**src/rtl/bac_defines.vh**
```
// Register offsets, field positions, reset values and sizes for the button config block
`ifndef BAC_DEFINES_VH
`define BAC_DEFINES_VH
`define BAC_ADDR_W 8
`define BAC_DATA_W 8
`define BAC_OFF_SAMPLING_DIVIDER 8'h17
`define BAC_OFF_THRESHOLD_RELEASE_MARGIN 8'h18
`define BAC_OFF_TORSION_GUARD 8'h19
`define BAC_OFF_SHIFT_BEND_GROUP_SELECT 8'h1a
`define BAC_RST_SAMPLING_DIVIDER 8'h03
`define BAC_RST_THRESHOLD_RELEASE_MARGIN 8'h08
`define BAC_RST_TORSION_GUARD 8'h00
`define BAC_RST_SHIFT_BEND_GROUP_SELECT 8'h00
`define BAC_DIV_MSB 2
`define BAC_MARGIN_MSB 3
`define BAC_TWIST_MSB 2
`define BAC_COMMON_LSB 4
`define BAC_BEND_LSB 0
`define BAC_NUM_CH 4
`define BAC_CYC_W 5
`define BAC_VAL_W 16
`define BAC_WIN_W 13
`define BAC_REG_CNT 4
`endif

```
**src/rtl/bac_reg_mem.v**
```verilog
// Four-word register store with registered read data
`timescale 1ns/10ps
`default_nettype none
`include "bac_defines.vh"
module bac_reg_mem (
  // Clock and reset
  input wire clk_sys_i,
  input wire rstn_i,
  // Write port
  input wire wr_en_i,
  input wire [1:0] wr_idx_i,
  input wire [`BAC_DATA_W-1:0] wr_data_i,
  // Read port
  input wire [1:0] rd_idx_i,
  output reg [`BAC_DATA_W-1:0] rd_data_o,
  // Whole contents for the algorithm
  output wire [`BAC_DATA_W*`BAC_REG_CNT-1:0] all_o
);
  reg [`BAC_DATA_W-1:0] mem_r [0:`BAC_REG_CNT-1];
  genvar g;
  generate
    for (g = 0; g < `BAC_REG_CNT; g = g + 1) begin : g_word
      assign all_o[g*`BAC_DATA_W +: `BAC_DATA_W] = mem_r[g];
    end
  endgenerate
  always @(posedge clk_sys_i) begin
    if (!rstn_i) begin
      mem_r[0] <= `BAC_RST_SAMPLING_DIVIDER;
      mem_r[1] <= `BAC_RST_THRESHOLD_RELEASE_MARGIN;
      mem_r[2] <= `BAC_RST_TORSION_GUARD;
      mem_r[3] <= `BAC_RST_SHIFT_BEND_GROUP_SELECT;
      rd_data_o <= 8'h00;
    end else begin
      // Whole byte stored, reserved bits included
      if (wr_en_i) begin
        mem_r[wr_idx_i] <= wr_data_i;
      end
      rd_data_o <= mem_r[rd_idx_i];
    end
  end
endmodule
`default_nettype wire

```
**src/rtl/bac_button_config.v**
```verilog
// Button algorithm configuration registers with threshold, hysteresis and twist guard
`timescale 1ns/10ps
`default_nettype none
`include "bac_defines.vh"
module bac_button_config (
  // Clock and reset
  input wire clk_sys_i,
  input wire rstn_i,
  // Register port from the management interface
  input wire reg_wr_i,
  input wire reg_rd_i,
  input wire [`BAC_ADDR_W-1:0] reg_addr_i,
  input wire [`BAC_DATA_W-1:0] reg_wdata_i,
  output reg [`BAC_DATA_W-1:0] reg_rdata_o,
  output reg reg_rvalid_o,
  // Per-channel sensor cycle counts, 4 x 5 bits
  input wire [`BAC_NUM_CH*`BAC_CYC_W-1:0] sensor_cycle_count_i,
  // Processed values, signed, 4 x 16 bits, with sample strobe
  input wire [`BAC_NUM_CH*`BAC_VAL_W-1:0] button_processed_value_i,
  input wire sample_valid_i,
  // Per-channel trigger thresholds, unsigned 4 x 16 bits
  input wire [`BAC_NUM_CH*`BAC_VAL_W-1:0] trigger_threshold_i,
  // Algorithm outputs
  output reg [`BAC_NUM_CH-1:0] press_indicator_pin_o,
  output reg twist_void_o,
  output reg [`BAC_NUM_CH*`BAC_WIN_W-1:0] sampling_window_o,
  output reg [`BAC_NUM_CH-1:0] common_shift_group_member_o,
  output reg [`BAC_NUM_CH-1:0] bend_compensation_member_o
);

  // ****************************************
  // Address decode
  // ****************************************
  // Slot codes: bit 2 marks a mapped offset, bits 1-0 pick the word
  localparam [2:0] SLOT_NONE = 3'h0;
  localparam [2:0] SLOT_DIV = 3'h4;
  localparam [2:0] SLOT_MARGIN = 3'h5;
  localparam [2:0] SLOT_TWIST = 3'h6;
  localparam [2:0] SLOT_GROUP = 3'h7;

  function [2:0] bac_decode;
    input [`BAC_ADDR_W-1:0] addr;
    begin
      case (addr)
        `BAC_OFF_SAMPLING_DIVIDER: bac_decode = SLOT_DIV;
        `BAC_OFF_THRESHOLD_RELEASE_MARGIN: bac_decode = SLOT_MARGIN;
        `BAC_OFF_TORSION_GUARD: bac_decode = SLOT_TWIST;
        `BAC_OFF_SHIFT_BEND_GROUP_SELECT: bac_decode = SLOT_GROUP;
        default: bac_decode = SLOT_NONE;
      endcase
    end
  endfunction

  // One channel's 16-bit lane out of a packed bus
  function [`BAC_VAL_W-1:0] bac_lane;
    input [`BAC_NUM_CH*`BAC_VAL_W-1:0] bus;
    input integer idx;
    begin
      bac_lane = bus[idx*`BAC_VAL_W +: `BAC_VAL_W];
    end
  endfunction

  wire [2:0] wr_dec = bac_decode(reg_addr_i);
  wire slot_hit = wr_dec[2];
  wire [1:0] slot_idx = wr_dec[1:0];
  wire mem_wr = reg_wr_i & slot_hit;
  wire [`BAC_DATA_W-1:0] mem_rdata;
  wire [`BAC_DATA_W*`BAC_REG_CNT-1:0] regs;
  reg rd_hit_r;
  reg rd_pend_r;

  // ****************************************
  // Register store
  // ****************************************
  // full byte storage
  bac_reg_mem u_mem (
    .clk_sys_i(clk_sys_i),
    .rstn_i(rstn_i),
    .wr_en_i(mem_wr),
    .wr_idx_i(slot_idx),
    .wr_data_i(reg_wdata_i),
    .rd_idx_i(slot_idx),
    .rd_data_o(mem_rdata),
    .all_o(regs)
  );

  // ****************************************
  // Read return
  // ****************************************
  // Unmapped offsets read as zero, answered one cycle after the capture
  // Same-cycle write and read to one offset returns the old byte
  always @(posedge clk_sys_i) begin
    if (!rstn_i) begin
      rd_hit_r <= 1'b0;
      rd_pend_r <= 1'b0;
      reg_rdata_o <= 8'h00;
      reg_rvalid_o <= 1'b0;
    end else begin
      rd_pend_r <= reg_rd_i;
      rd_hit_r <= slot_hit;
      reg_rvalid_o <= rd_pend_r;
      if (rd_pend_r) begin
        reg_rdata_o <= rd_hit_r ? mem_rdata : 8'h00;
      end
    end
  end

  // ****************************************
  // Field extraction
  // ****************************************
  wire [7:0] r_div = regs[7:0];
  wire [7:0] r_margin = regs[15:8];
  wire [7:0] r_twist = regs[23:16];
  wire [7:0] r_group = regs[31:24];
  wire [2:0] resonator_freq_divider = r_div[`BAC_DIV_MSB:0];
  wire [3:0] release_margin_code = r_margin[`BAC_MARGIN_MSB:0];
  wire [2:0] torsion_guard_level = r_twist[`BAC_TWIST_MSB:0];
  wire [`BAC_VAL_W-1:0] release_margin_code_amt = {10'h000, release_margin_code, 2'b00};

  // ****************************************
  // Twist guard
  // ****************************************
  // threshold times four
  wire [`BAC_VAL_W-1:0] twist_thr = {11'h000, torsion_guard_level, 2'b00};
  // Negated limit, one bit wider so the full threshold stays signed
  wire signed [`BAC_VAL_W:0] twist_lim = -$signed({1'b0, twist_thr});
  wire twist_on = (torsion_guard_level != 3'h0);

  // ****************************************
  // Per-channel algorithm
  // ****************************************
  wire [`BAC_NUM_CH-1:0] neg_hit;
  wire [`BAC_NUM_CH-1:0] press_nxt;
  wire [`BAC_NUM_CH*`BAC_WIN_W-1:0] win_nxt;

  genvar c;
  generate
    for (c = 0; c < `BAC_NUM_CH; c = c + 1) begin : g_ch
      wire [`BAC_VAL_W-1:0] raw = bac_lane(button_processed_value_i, c);
      // Sign-extended so it compares against the unsigned threshold
      wire signed [`BAC_VAL_W:0] val = {raw[`BAC_VAL_W-1], raw};
      wire signed [`BAC_VAL_W:0] thr = {1'b0, bac_lane(trigger_threshold_i, c)};
      wire signed [`BAC_VAL_W:0] rel = thr - $signed({1'b0, release_margin_code_amt});
      wire [`BAC_CYC_W-1:0] cyc = sensor_cycle_count_i[c*`BAC_CYC_W +: `BAC_CYC_W];
      // Doubled count, widened before the shift so no bit is lost
      wire [`BAC_WIN_W-1:0] win_base = {{(`BAC_WIN_W-`BAC_CYC_W-1){1'b0}}, cyc, 1'b0};
      wire at_thr = (val >= thr);
      wire above_rel = (val >= rel);
      assign neg_hit[c] = (val <= twist_lim);
      assign press_nxt[c] = press_indicator_pin_o[c] ? above_rel : at_thr;
      assign win_nxt[c*`BAC_WIN_W +: `BAC_WIN_W] = win_base << resonator_freq_divider;
    end
  endgenerate

  wire void_nxt = twist_on & (|neg_hit);
  reg [`BAC_NUM_CH-1:0] press_hold_nxt;
  reg twist_void_nxt;

  // ****************************************
  // Button decision
  // ****************************************
  // Outputs hold between samples so the pins never glitch
  always @* begin
    press_hold_nxt = press_indicator_pin_o;
    twist_void_nxt = twist_void_o;
    if (sample_valid_i) begin
      twist_void_nxt = void_nxt;
      if (void_nxt) begin
        press_hold_nxt = {`BAC_NUM_CH{1'b0}};
      end else begin
        press_hold_nxt = press_nxt;
      end
    end
  end

  always @(posedge clk_sys_i) begin
    if (!rstn_i) begin
      press_indicator_pin_o <= 4'h0;
      twist_void_o <= 1'b0;
    end else begin
      press_indicator_pin_o <= press_hold_nxt;
      twist_void_o <= twist_void_nxt;
    end
  end

  // ****************************************
  // Configuration outputs
  // ****************************************
  // Registered, so fields appear one cycle after the store takes a write
  always @(posedge clk_sys_i) begin
    if (!rstn_i) begin
      sampling_window_o <= {(`BAC_NUM_CH*`BAC_WIN_W){1'b0}};
      common_shift_group_member_o <= 4'h0;
      bend_compensation_member_o <= 4'h0;
    end else begin
      sampling_window_o <= win_nxt;
      common_shift_group_member_o <= r_group[`BAC_COMMON_LSB +: `BAC_NUM_CH];
      bend_compensation_member_o <= r_group[`BAC_BEND_LSB +: `BAC_NUM_CH];
    end
  end
endmodule
`default_nettype wire

```
**config.mk**
```make
export PLATFORM = sky130hd
export DESIGN_NAME = bac_button_config
export DESIGN_NICKNAME = d
export VERILOG_FILES = /design/src/rtl/bac_reg_mem.v /design/src/rtl/bac_button_config.v
export VERILOG_INCLUDE_DIRS = /design/src /design/src/rtl
export SDC_FILE = /design/constraint.sdc
export NUM_CORES = 1
export LEC_CHECK = 0
export BUFFER_PORTS_ARGS = -buffer_cell sky130_fd_sc_hd__buf_2
export CORE_AREA = 2 2 137 139
export CTS_BUF_LIST = sky130_fd_sc_hd__clkbuf_2 sky130_fd_sc_hd__clkbuf_4 sky130_fd_sc_hd__clkbuf_8
export CTS_CLUSTER_DIAMETER = 200
export DETAILED_ROUTE_END_ITERATION = 7
export DIE_AREA = 0 0 139 141
export GPL_TIMING_DRIVEN = 0
export HOLD_SLACK_MARGIN = 0.1
export PLACE_DENSITY_LB_ADDON = 0.05
export SYNTH_ARGS = -nofsm -noshare
export SYNTH_HDL_FRONTEND = slang
export SYNTH_HIERARCHICAL = 1
export SYNTH_SLANG_ARGS = --single-unit
```
**constraint.sdc**
```tcl
create_clock -name clk_sys_i -period 4.9 [get_ports clk_sys_i]
set_input_delay 0.245 -clock clk_sys_i [delete_from_list [all_inputs] [get_ports clk_sys_i]]
set_output_delay 0.245 -clock clk_sys_i [all_outputs]
set_load 0.05 [all_outputs]
```
-- Word level (Yosys, flattened, before mapping)
Memory sizes are Yosys's and may differ from the RTL's. A register that Yosys moved wholly into a read port is not among the register bits.
Cells that the tools add are included.
- bitwise gates (word level): 2
- equality and inequality tests: 4
- shifts and indexed selects: 4
- add/sub/neg operators: 5
- multiplexer cells: 14
- $lt $le $gt $ge: 12
- reductions and logical operators: 5
- operators with widths (kind ; count):
    $ge A16 B17 Y1 ; 8
    $le A16 B17 Y1 ; 4
    $sub A16 B6 Y17 ; 4
    $shl A6 B3 Y13 ; 4
    $eq A8 B5 Y1 const B ; 4
    $neg A5 Y17 ; 1
    $mux W8 ; 2
    $pmux W3 S4 ; 1
    $mux W1 ; 9
    $reduce_or A8 Y1 ; 1
    $mux W4 ; 1
    $reduce_or A4 Y1 ; 1
    $reduce_bool A3 Y1 ; 1
    $and A1 B1 Y1 ; 2
    $logic_not A1 Y1 ; 2
    $mux W2 ; 1
- flip-flop bits (word level): 68
- word-level logic and storage cells: 54
- input port bits: 169
- memories kept: 1
- output and inout bits: 74
- RAM bits: 32
- memory list (memory ; depth ; bits a word ; rd ports ; clocked after Yosys merged registers in ; wr ports ; RTL line ; text):
    u_mem.mem_r ; 4 ; 8 ; 5 ; 2 ; 4 ; bac_reg_mem.v:19 ; reg [`BAC_DATA_W-1:0] mem_r [0:`BAC_REG_CNT-1];

-- Depth between registers and ports, before layout
Gate-level depths: netlist of run 1.
- depth after elaboration: 8
- gate-level depth with buffers: 18

-- Hierarchy
The synthesis of run 1 kept the hierarchy.
- modules (own cells, without submodules) (module ; cells an instance ; instances ; area each (µm²)):
    bac_button_config ; 1000 ; 1 ; 8269.2
    bac_reg_mem ; 113 ; 1 ; 1652.8

-- Worst setup path after synthesis of run 1
No wires, ideal clock.
- path type: reg-to-reg
- start point: memory u_mem/mem_r[1][0] (netlist name)
- end point: register press_indicator_pin_o[1]
- path slack: 1247 ps
- cell stages (with the launch flop): 17
- setup time: 120 ps
- arrival time: 3533 ps
- cells stage by stage: edfxtp_1 -> ha_1 -> inv_1 -> fa_1 -> a21oi_1 -> nor2b_1 -> or3_1 -> nor4_2 -> and3_1 -> xnor2_1 -> ha_1 -> a21o_1 -> a2111oi_0 -> a21oi_1 -> o211ai_1 -> a31oi_1 -> o31a_1
- RTL lines (what ; RTL line ; text):
    start: declaration ; bac_reg_mem.v:19 ;
    end signal: assignment ; bac_button_config.v:181 ; press_indicator_pin_o <= press_hold_nxt;
    end: declaration ; bac_button_config.v:24 ; output reg [`BAC_NUM_CH-1:0] press_indicator_pin_o,

==> reports/metrics.cfg, run 1 <==
[status]
status=finished, final reports clean

[sta]
final.setup_skew_ns=0.0185
final.period_utilization_pct=86.7
finalWorstSetupSlack_ns=0.653
tightest_slew_ns=1.22
relative_max_transition_margin_pct=17.6
setup_viol=0
timing.final.hold_violations=0
final_max_slew_viol_count=0
unrepaired_setup_endpoints_after_global_routing=no
layout_min_cycle_time_ns=4.25
fmax_mhz=235

[pwr]
maximum_ir_drop_on_the_vdd_rail_uv=188
leakagePower_uw=0.00584
power_density_nw_per_um2=207

[yosys]
synthFlopType=dfxtp_1
synth_largest_type_area_fraction_pct=26.0
synth_register_bits=112
ys_top_cells_by_area=ha_1 26%, dfxtp_1 16%, edfxtp_1 9.7%, xnor2_1 4.1%, inv_1 3.9%
synthesis.yosys.warnings=6
synth.avg_cell_area_sq_um=8.91
seq_area_frac_synth_pct=25.8
synth_enable_flop_cells=32
yosys.area.top_type=ha_1
asyncSetResetFlopFracSynth_pct=0
synth.lib_cells_used.distinct=68
synth_most_common_cell=ha_1
synthesis.instances=1113
synth_commonest_cells=206 x ha_1, 102 x inv_1, 80 x dfxtp_1, 72 x a21oi_1, 60 x nor2_1
synthesis.area_sq_um=9920

[routing]
wire_per_inst_um=16.1
postRouteAntennaNets=0
vias_per_cell=5.50
drt-initial-drc-count=364
remaining_drc_errors=0
drt_pre_antenna_iters=4
drt-total-wl_um=26000
detailroute.via_count=8841

[worst_setup_path]
path_depth=16
cp-end-kind=flop
crit_type=reg -> reg
crit_slowest_cell=edfxtp_1
worst-r2r-setup-slack_ns=0.65
reg2reg_depth=16
worstPathCellList=ha_1, inv_1, fa_1, a21oi_1, nor2b_1, or3_1, nor4_2, and3_1, xnor2_1, ha_1, a21o_1, a2111oi_0, a21oi_1, o211ai_1, a31oi_1, o31a_1
crit_buf_inv=1
max_stage_delay_ns=0.55
cp_top_family=compound AO/OA/AOI/OAI gates
max_fanout_on_critical_path=5
cp_data_required_time_ns=5.20
critPathLaunchType=flop
cp_data_arrival_time_ns=4.54

[clocking]
ctsLongestPathBuffers=2
worst_setup_hold_path_clk_slew_ns=0.12
cts_root_buf=clkbuf_8
clock_latency_ns=0.39
cts_sinks=112
tritoncts=yes
numCtsBuffers=9
cts_resized=0
cts_post_setup_buffers_inserted=0
htreeDepth=3

[place]
preCtsSetupSlack_ns=0.651
port_buffers=238
placed_cells=1590
hpwl_um=21800
finalWeightedCongestion=0.892

[global_route]
overflow_left_after_global_routing=0
total_routing_usage_gr_pct=26.2
grt_first_pass_wirelength_um=41800
grt_pass1_vias=8844
number_of_antenna_violations_at_the_first_check_in_global_routing=1
grt_max_degree=26

[floorplan]
chipHeight_um=141
initial_utilization_pct=54.3
full_die_area_sq_um=19600
floorplan.core_area_sq_um=18300
num_io_pins=243
number_of_standard_cell_rows_in_the_floorplan=50
fp.dieW_um=139

[cells_and_area]
final_standard_cell_count_with_taps_included_and_fillers_excluded=1608
area_delta_synth_final_pct=17.6
final_nets=1747
drive_gt1_share_pct=20.6

[run]
max_cap_violations=0

[min_path]
hold-path-cell-count=2
hp-class=in -> reg

==> final timing paths <==
check	endpoint	startpoint
max reg2reg	press_indicator_pin_o[1]	u_mem/mem_r[1][0]
max	press_indicator_pin_o[1]	u_mem/mem_r[1][0]
min reg2reg	reg_rdata_o[2]	u_mem/rd_data_o[2]
min	sampling_window_o[51]	sensor_cycle_count_i[19]
==> kinds of logic (layout without fill, tap and decap cells) <==
group	Yosys count	in the layout	share of synthesized area, %
xor gates and xnor gates	46	46	4.06
AOI/OAI and AO/OA	238	238	15.2
DFF	112	112	25.8
adders and majority gates	210	210	26.8
and+or+nand+nor	339	339	18.8
other	1	5	0.0378
buffers and inverters	128	385	5.25
muxes	39	39	4.04
==> repair_timing <==
item / CTS / global route
endpoints found under the setup margin: 0 / 0
hold buffers: 1 / 0
endpoints found under the hold margin: 1 / 0
==> report_power, final <==
group | internal, uW | total (uW) | switching, uW | leakage, uW
logic | 326 | 816 | 490 | 0.00477
clock network | 252 | 587 | 335 | 0.000107
registers | 992 | 1010 | 16.5 | 0.000962
total | 1570 | 2410 | 841 | 0.00584
==> layout by cell type, fill, tap and decap left out, types with 9 or more instances in the layout <==
master    instances
ha_1            206
nand3_1          34
a211oi_1         10
mux2i_1          31
and2_1           46
nand2_1          53
a21o_1           31
nand2b_1         14
clkbuf_8          9
o21ai_0          44
a21oi_1          72
nor3_1           22
clkbuf_1         17
edfxtp_1         32
nand4_1          19
o211ai_1          9
dfxtp_1          80
nor2_1           60
inv_1           102
nor2b_1          32
and3_1           20
o22ai_1          18
xnor2_1          46
buf_2           240
==> metal layers <==
layer	wire [um]	up-vias	part of all wire [%]	global-route usage, %
li1	-	4540	-	-
met1	10900	4037	42	31.1
met2	13200	236	51	48.8
met3	1430	28	5.5	4.55
met4	453	0	1.7	7.12
met5	0	-	0	0
==> per-stage QoR <==
step                      hold WS, ns  TNS, ns  power, uW  utilization [%]  cell area (sq um)
after global routing            0.138        0       2570             63.9              11700
after global placement          0.455   -0.338       1820             62.5              11400
after detailed placement        0.457        0       1840             62.7              11400
final                           0.149        0       2410             63.9              11700
after CTS                       0.120        0       2430             63.9              11700
after floorplan                 0.372        0       1570                -               9930
==> cell type report <==
class,instances,area [sq um]
sequential,112,2560
multi-input combinational,876,6860
tap,234,293
antenna,1,2.50
inverter,102,383
fill,1666,6600
buffer,26,138
timing repair buffer,241,1230
clock inverter,6,76.3
clock buffer,10,131
==> state kept, by name, summed over array words and instances (netlist names) <==
name and count:
press_indicator_pin_o 4, bend_compensation_member_o 4, twist_void_o 1, reg_rvalid_o 1, common_shift_group_member_o 4, u_mem/mem_r 32
sampling_window_o 48, u_mem/rd_data_o 8, reg_rdata_o 8, rd_hit_r 1, rd_pend_r 1
No activity file was read; power rests on OpenSTA's default activity.
==> inputs of run 2 (changes only) <==
--- a/config.mk
+++ b/config.mk
@@ -6,12 +6,13 @@
 export SDC_FILE = /design/constraint.sdc
 export NUM_CORES = 1
 export LEC_CHECK = 0
+export ABC_AREA = 1
 export BUFFER_PORTS_ARGS = -buffer_cell sky130_fd_sc_hd__buf_2
-export CORE_AREA = 2 2 137 139
+export CORE_AREA = 2 2 140 142
 export CTS_BUF_LIST = sky130_fd_sc_hd__clkbuf_2 sky130_fd_sc_hd__clkbuf_4 sky130_fd_sc_hd__clkbuf_8
 export CTS_CLUSTER_DIAMETER = 200
 export DETAILED_ROUTE_END_ITERATION = 7
-export DIE_AREA = 0 0 139 141
+export DIE_AREA = 0 0 142 144
 export GPL_TIMING_DRIVEN = 0
 export HOLD_SLACK_MARGIN = 0.1
 export PLACE_DENSITY_LB_ADDON = 0.05
==> run 2 against run 1 <==
  * Sequential power about the same
  * Utilization up 0.84 points
  * Fmax up 10%
  * Count of clock-buffer cells in the layout unchanged
  * Setup slack better by 0.40 ns
  * Largest cell class unchanged
  * Cell area up 5.8%
  * Highest routed layer unchanged
  * Area after synthesis up 6.8%
  * Via count up 16%
  * Non-clock buffer count up 2
  * Critical path depth up 6
  * Flip-flop and latch count unchanged
==> reports/metrics.cfg, run 2 <==
[pwr]
power_density_nw_per_um2=200
switching_share_pct=36.6
p_clk_share_pct=23.3
switchingPower_uw=901
cellInternalPower_uw=1560
sequential_fraction_of_design_power_pct=41.0
maximum_ir_drop_on_the_vdd_rail_uv=219
leakagePower_uw=0.00688
power_frac_comb_pct=35.7

[routing]
wire_per_inst_um=13.9
drt_pre_antenna_iters=5
remaining_drc_errors=0
vias_per_cell=5.16
postRouteAntennaNets=0
drt-initial-drc-count=399
drt-total-wl_um=27500
detailroute.via_count=10200

[cells_and_area]
largest_register_ffs=48
fillers=1829
top_register=sampling_window_o
layout.cells.most_common_list=348 x nand2_1, 241 x buf_2, 222 x inv_1
layout_commonest_cell=nand2_1
top_regs=sampling_window_o (48), u_mem/mem_r (32)
drive_gt1_share_pct=17.0
area_delta_synth_final_pct=16.5
final_nets=2119
final_standard_cell_count_with_taps_included_and_fillers_excluded=1986

[yosys]
ys_top_cells_by_area=ha_1 24%, dfxtp_1 15%, nand2_1 12%, edfxtp_1 9.1%, inv_1 7.9%
synthesis.instances=1485
post_synth_fa_ha_maj_area_fraction_pct=25.1
yosys.area.top_type=ha_1
synth.area.mux_share_pct=0.378
synth_enable_flop_cells=32
synth_largest_type_area_fraction_pct=24.3
synth.lib_cells_used.distinct=49
synth_most_common_cell=nand2_1
synthesis.area_sq_um=10600
synth_commonest_cells=348 x nand2_1, 222 x inv_1, 206 x ha_1, 165 x nor2_1, 96 x a21oi_1
main_combinational_cell_family_by_area_after_synthesis=simple AND/OR/NAND/NOR gates
seq_area_frac_synth_pct=24.2
synthFlopType=dfxtp_1
synth.avg_cell_area_sq_um=7.13
synth-compound-area-share_pct=9.92
yosys.area_share.simple_pct=27.3
synth_register_bits=112
synthesis.yosys.warnings=6
asyncSetResetFlopFracSynth_pct=0
synth_xor_xnor_area_share_pct=3.72

[sta]
unrepaired_setup_endpoints_after_global_routing=no
finalWorstSetupSlack_ns=1.05
fmax_mhz=260
final.setup_skew_ns=0.0198
relative_max_transition_margin_pct=18.9
tightest_slew_ns=1.22
timing.final.hold_violations=0
final.period_utilization_pct=78.5
layout_min_cycle_time_ns=3.85
setup_viol=0
final_max_slew_viol_count=0

[clocking]
worst_setup_hold_path_clk_slew_ns=0.11
cts_post_setup_buffers_inserted=0
tritoncts=yes
cts_root_buf=clkbuf_8
cts_sinks=112
clock_latency_ns=0.37
ctsLongestPathBuffers=2
htreeDepth=3
numCtsBuffers=9
cts_resized=0

[floorplan]
fp.dieW_um=142
chipHeight_um=144
num_io_pins=243
floorplan.core_area_sq_um=19100
initial_utilization_pct=55.5
number_of_standard_cell_rows_in_the_floorplan=51
full_die_area_sq_um=20400

[worst_setup_path]
max_fanout_on_critical_path=5
cp_data_arrival_time_ns=4.15
critPathLaunchType=flop
cp_data_required_time_ns=5.20
cp-end-kind=flop
crit_type=reg -> reg

[run]
max_cap_violations=0

[global_route]
total_routing_usage_gr_pct=26.7
grt_first_pass_wirelength_um=44000
grt_max_degree=26
grt_pass1_vias=9519
number_of_antenna_violations_at_the_first_check_in_global_routing=2
overflow_left_after_global_routing=0

[place]
preCtsSetupSlack_ns=1.08
hpwl_um=23100
placed_cells=1966
port_buffers=238
finalWeightedCongestion=0.902

[status]
status=finished, final reports clean

[min_path]
hp-class=in -> reg

-- run 2: changes by cell type in the layout (fill, tap and decap cells not counted), moves of 16 or more --
cell     before  now
a21o_1       31    5
a21oi_1      72   96
and2_1       46    1
and3_1       20    4
inv_1       102  222
mux2i_1      31    4
nand2_1      53  348
nand3_1      34   72
nor2_1       60  165
nor2b_1      32    0
xnor2_1      46    5
xor2_1        0   40
-- run 2: critical path, cell delays in order (launching register included) --
cell	delay, ns
edfxtp_1	0.61
ha_1	0.23
inv_1	0.07
fa_1	0.41
a21oi_1	0.15
nor2_1	0.05
nor2_1	0.15
nand3_1	0.14
nor2_1	0.19
nand3_1	0.17
inv_1	0.11
nand2_1	0.06
xor2_1	0.14
ha_1	0.31
nand2_1	0.06
nor3_1	0.34
nand3_1	0.11
and3b_1	0.20
nand2_1	0.06
nand2_1	0.05
nand2_1	0.05
nand2_1	0.04
nor2_1	0.10
-- run 2: final timing paths --
path / cells past startpoint / start / slack (ns) / endpoint
worst min register to register: 2 / u_mem/rd_data_o[5] / 0.46 / reg_rdata_o[5]
worst max register to register: 22 / u_mem/mem_r[1][0] / 1.05 / press_indicator_pin_o[2]
worst min-delay path: 3 / sensor_cycle_count_i[19] / 0.17 / sampling_window_o[51]
worst max-delay path: 22 / u_mem/mem_r[1][0] / 1.05 / press_indicator_pin_o[2]
-- run 2: what timing repair did --
item                                    CTS  global route
hold buffers                              1             0
endpoints found under the setup margin    0             0
endpoints found under the hold margin     1             0
-- run 2: cells by family after synthesis --
family,Yosys count
buffers and inverters,254
flip-flops,112
multiplexers,4
adder cells (fa/ha/maj),210
other,1
AND/OR/NAND/NOR,669
AO/OA/AOI/OAI,190
XOR/XNOR,45
-- run 2: final cells by class --
cell class	instances	area [sq um]	area share (%)
inverter	226	848	6.87
antenna	3	7.51	0.0608
timing repair buffer	241	1220	9.91
clock inverter	6	75.1	0.608
sequential	112	2560	20.8
clock buffer	10	131	1.06
buffer	28	143	1.16
multi-input combinational	1122	7060	57.2
tap	238	298	2.41
-- run 2: power groups by stage --
stage          Sequential (uW)  Combinational, uW  Clock (uW)
3_3_place_gp              1030                856           0
4_1_cts                   1010                883         585
2_1_floorplan             1110                515           0
5_1_grt                   1010               1010         618
3_5_place_dp              1030                878           0
6_report                  1010                881         574
-- run 2: stage by stage --
| stage | TNS, ns | utilization, % | instance area [sq um] | hold WS, ns | total power, uW |
|---|---|---|---|---|---|
| after floorplan | 0 | - | 10600 | 0.343 | 1630 |
| after global placement | -0.0890 | 63.4 | 12100 | 0.435 | 1890 |
| after detailed placement | 0 | 63.5 | 12100 | 0.444 | 1910 |
| after CTS | 0 | 64.7 | 12300 | 0.154 | 2480 |
| after global routing | 0 | 64.7 | 12300 | 0.171 | 2640 |
| final | 0 | 64.7 | 12300 | 0.174 | 2460 |
-- run 2: per-layer routing --
metal | track usage [%] | vias to the layer above | routed length, um
li1 | - | 5382 | -
met1 | 32.8 | 4546 | 11800
met2 | 49.0 | 278 | 13500
met3 | 4.40 | 39 | 1750
met4 | 5.74 | 0 | 484
met5 | 0 | - | 0
==> inputs of run 3 (changes only) <==
==> constraint.sdc (replaced) <==
create_clock -name clk_sys_i -period 3.6 [get_ports clk_sys_i]
set_input_delay 0.18 -clock clk_sys_i [delete_from_list [all_inputs] [get_ports clk_sys_i]]
set_output_delay 0.18 -clock clk_sys_i [all_outputs]
set_load 0.05 [all_outputs]
==> run 3 against run 2 <==
  * Routed wire length is 2.3% higher
  * Die area unchanged
  * Via count rose by 1.1%
  * Global-route usage hardly changed
  * Fmax is 10% higher
  * Power up 38%
  * Non-clock buffer count up 19
  * Sequential share of layout area decreased by 0.56 points
  * Clock skew fell by 0.0015 ns
  * Hold slack lost 0.055 ns
  * Utilization rose by 1.8 points
  * Register-to-register slack lost 0.95 ns
==> reports/metrics.cfg, run 3 (synthesized netlist as in run 2, its figures left out) <==
[floorplan]
number_of_standard_cell_rows_in_the_floorplan=51
num_io_pins=243
initial_utilization_pct=55.5
chipHeight_um=144
floorplan.core_area_sq_um=19100
fp.dieW_um=142
full_die_area_sq_um=20400

[sta]
final.setup_skew_ns=0.0182
timing.final.hold_violations=0
layout_min_cycle_time_ns=3.50
final.period_utilization_pct=97.2
relative_max_transition_margin_pct=23.2
timing.setup.tns_ns=0
fmax_mhz=286
setup_viol=0
tightest_slew_ns=1.14
final_max_slew_viol_count=0
finalWorstSetupSlack_ns=0.101
unrepaired_setup_endpoints_after_global_routing=yes

[global_route]
total_routing_usage_gr_pct=26.7
grtUsageMet1_pct=32.7
grt_first_pass_wirelength_um=44100
grt.busiest_layer=met2
overflow_left_after_global_routing=0
number_of_antenna_violations_at_the_first_check_in_global_routing=2
grt_max_degree=26
grtUsageMet3_pct=4.44
grt_pass1_vias=9553
grt_util_met2_pct=49.1

[routing]
wire_per_inst_um=14.1
remaining_drc_errors=0
detailroute.via_count=10400
drt_pre_antenna_iters=6
postRouteAntennaNets=0
drt-total-wl_um=28200
vias_per_cell=5.17
drt-initial-drc-count=374

[clocking]
clock_latency_ns=0.37
worst_setup_hold_path_clk_slew_ns=0.12
htreeDepth=3
cts_sinks=112
numCtsBuffers=9
ctsLongestPathBuffers=2
tritoncts=yes
cts_root_buf=clkbuf_8

[status]
status=finished, final reports clean

[pwr]
power_density_nw_per_um2=269
sequential_fraction_of_design_power_pct=40.3
p_clk_share_pct=22.9
switching_share_pct=36.7
maximum_ir_drop_on_the_vdd_rail_uv=299
leakagePower_uw=0.00699
power_frac_comb_pct=36.8
switchingPower_uw=1250
cellInternalPower_uw=2160

[worst_setup_path]
max_fanout_on_critical_path=5
critPathLaunchType=flop
cp-end-kind=flop
cp_data_required_time_ns=3.87
cp_data_arrival_time_ns=3.77
crit_type=reg -> reg

[place]
hpwl_um=23100
dpl_cell_area_sq_um=12100
preCtsSetupSlack_ns=-0.218
port_buffers=238
finalWeightedCongestion=0.902
placed_cells=1966

[cells_and_area]
multiInputGateArea_sq_um=7230
design_area_sq_um=12700
seq_area_sq_um=2560
fillers=1791
area_delta_synth_final_pct=19.8
final_standard_cell_count_with_taps_included_and_fillers_excluded=2005
top_register=sampling_window_o
layout.cells.most_common_list=342 x nand2_1, 241 x buf_2, 219 x inv_1
layout_commonest_cell=nand2_1
top_regs=sampling_window_o (48), u_mem/mem_r (32)
largest_register_ffs=48
drive_gt1_share_pct=19.8
post-route-util_pct=66.5
final_nets=2138

[min_path]
hp-class=in -> reg

[run]
max_cap_violations=0

-- run 3: cell types whose count changed in the layout (fill, tap and decap cells not counted), moves of 4 or more --
cell     before  now
nor2_2        0    5
nand3_2       1    6
nand2_2       4   10
nor2_1      165  158
ha_1        206  202
nand2_1     348  342
nand3_1      72   67
fa_2          0    4
buf_4         5   20
nor3_4        3    8
fa_1          4    0
-- run 3: final timing paths --
kind                            slack [ns]  cells past startpoint                       end                     start
worst max-delay path                  0.10                     20  press_indicator_pin_o[3]         u_mem/mem_r[1][1]
worst min-delay path                  0.12                      3     sampling_window_o[40]  sensor_cycle_count_i[15]
worst max register to register        0.10                     20  press_indicator_pin_o[3]         u_mem/mem_r[1][1]
worst min register to register        0.46                      2            reg_rdata_o[5]        u_mem/rd_data_o[5]
-- run 3: metrics by stage --
stage | total power [uW] | hold slack [ns]
after global routing | 3640 | 0.116
final | 3410 | 0.119
after detailed placement | 2600 | 0.379
after floorplan | 2220 | 0.278
after global placement | 2570 | 0.370
after CTS | 3380 | 0.102
-- run 3: layout make-up --
type | instances | area share (%)
Buffer | 28 | 1.12
Multi-Input combinational cell | 1122 | 57.0
Clock buffer | 10 | 1.04
Sequential cell | 112 | 20.2
Clock inverter | 6 | 0.592
Timing Repair Buffer | 260 | 10.9
Tap cell | 238 | 2.35
Inverter | 226 | 6.72
Antenna cell | 3 | 0.0592
-- run 3: metal layers --
metal  wire (um)  vias up  share of wire, %
met3        1720       34               6.1
met4         484        0               1.7
met1       12000     4627                43
li1            -     5427                 -
met2       14000      273                50
met5           0        -                 0
-- run 3: what timing repair did --
action,4_1_cts,5_1_grt
buffers inserted,2,15
hold buffers,3,0
resized for setup,2,44
endpoints found under the hold margin,3,0
pin swaps,0,34
setup endpoints to repair,4,4
-- run 3: worst max-delay path, stage by stage, from the launching register on --
cell and delay, ns:
edfxtp_1 0.46, clkinvlp_4 0.16, buf_12 0.15, fa_2 0.35, nand2_2 0.08, nand2_2 0.06
a21oi_2 0.18, nand3_2 0.13, nor3_4 0.21, nand2_1 0.10, nor2_2 0.14, nand2_1 0.08
xor2_1 0.14, ha_1 0.32, nand4_1 0.13, nor3_2 0.23, nand4_1 0.15, nand4_1 0.13
nand3b_1 0.08, nand2_1 0.07, nor2_1 0.04
-- run 3: power groups by stage --
stage          registers (uW)  clock network (uW)  logic (uW)
2_1_floorplan            1520                   0         701
3_3_place_gp             1400                   0        1160
3_5_place_dp             1400                   0        1190
4_1_cts                  1370                 796        1210
5_1_grt                  1380                 841        1420
6_report                 1370                 781        1250
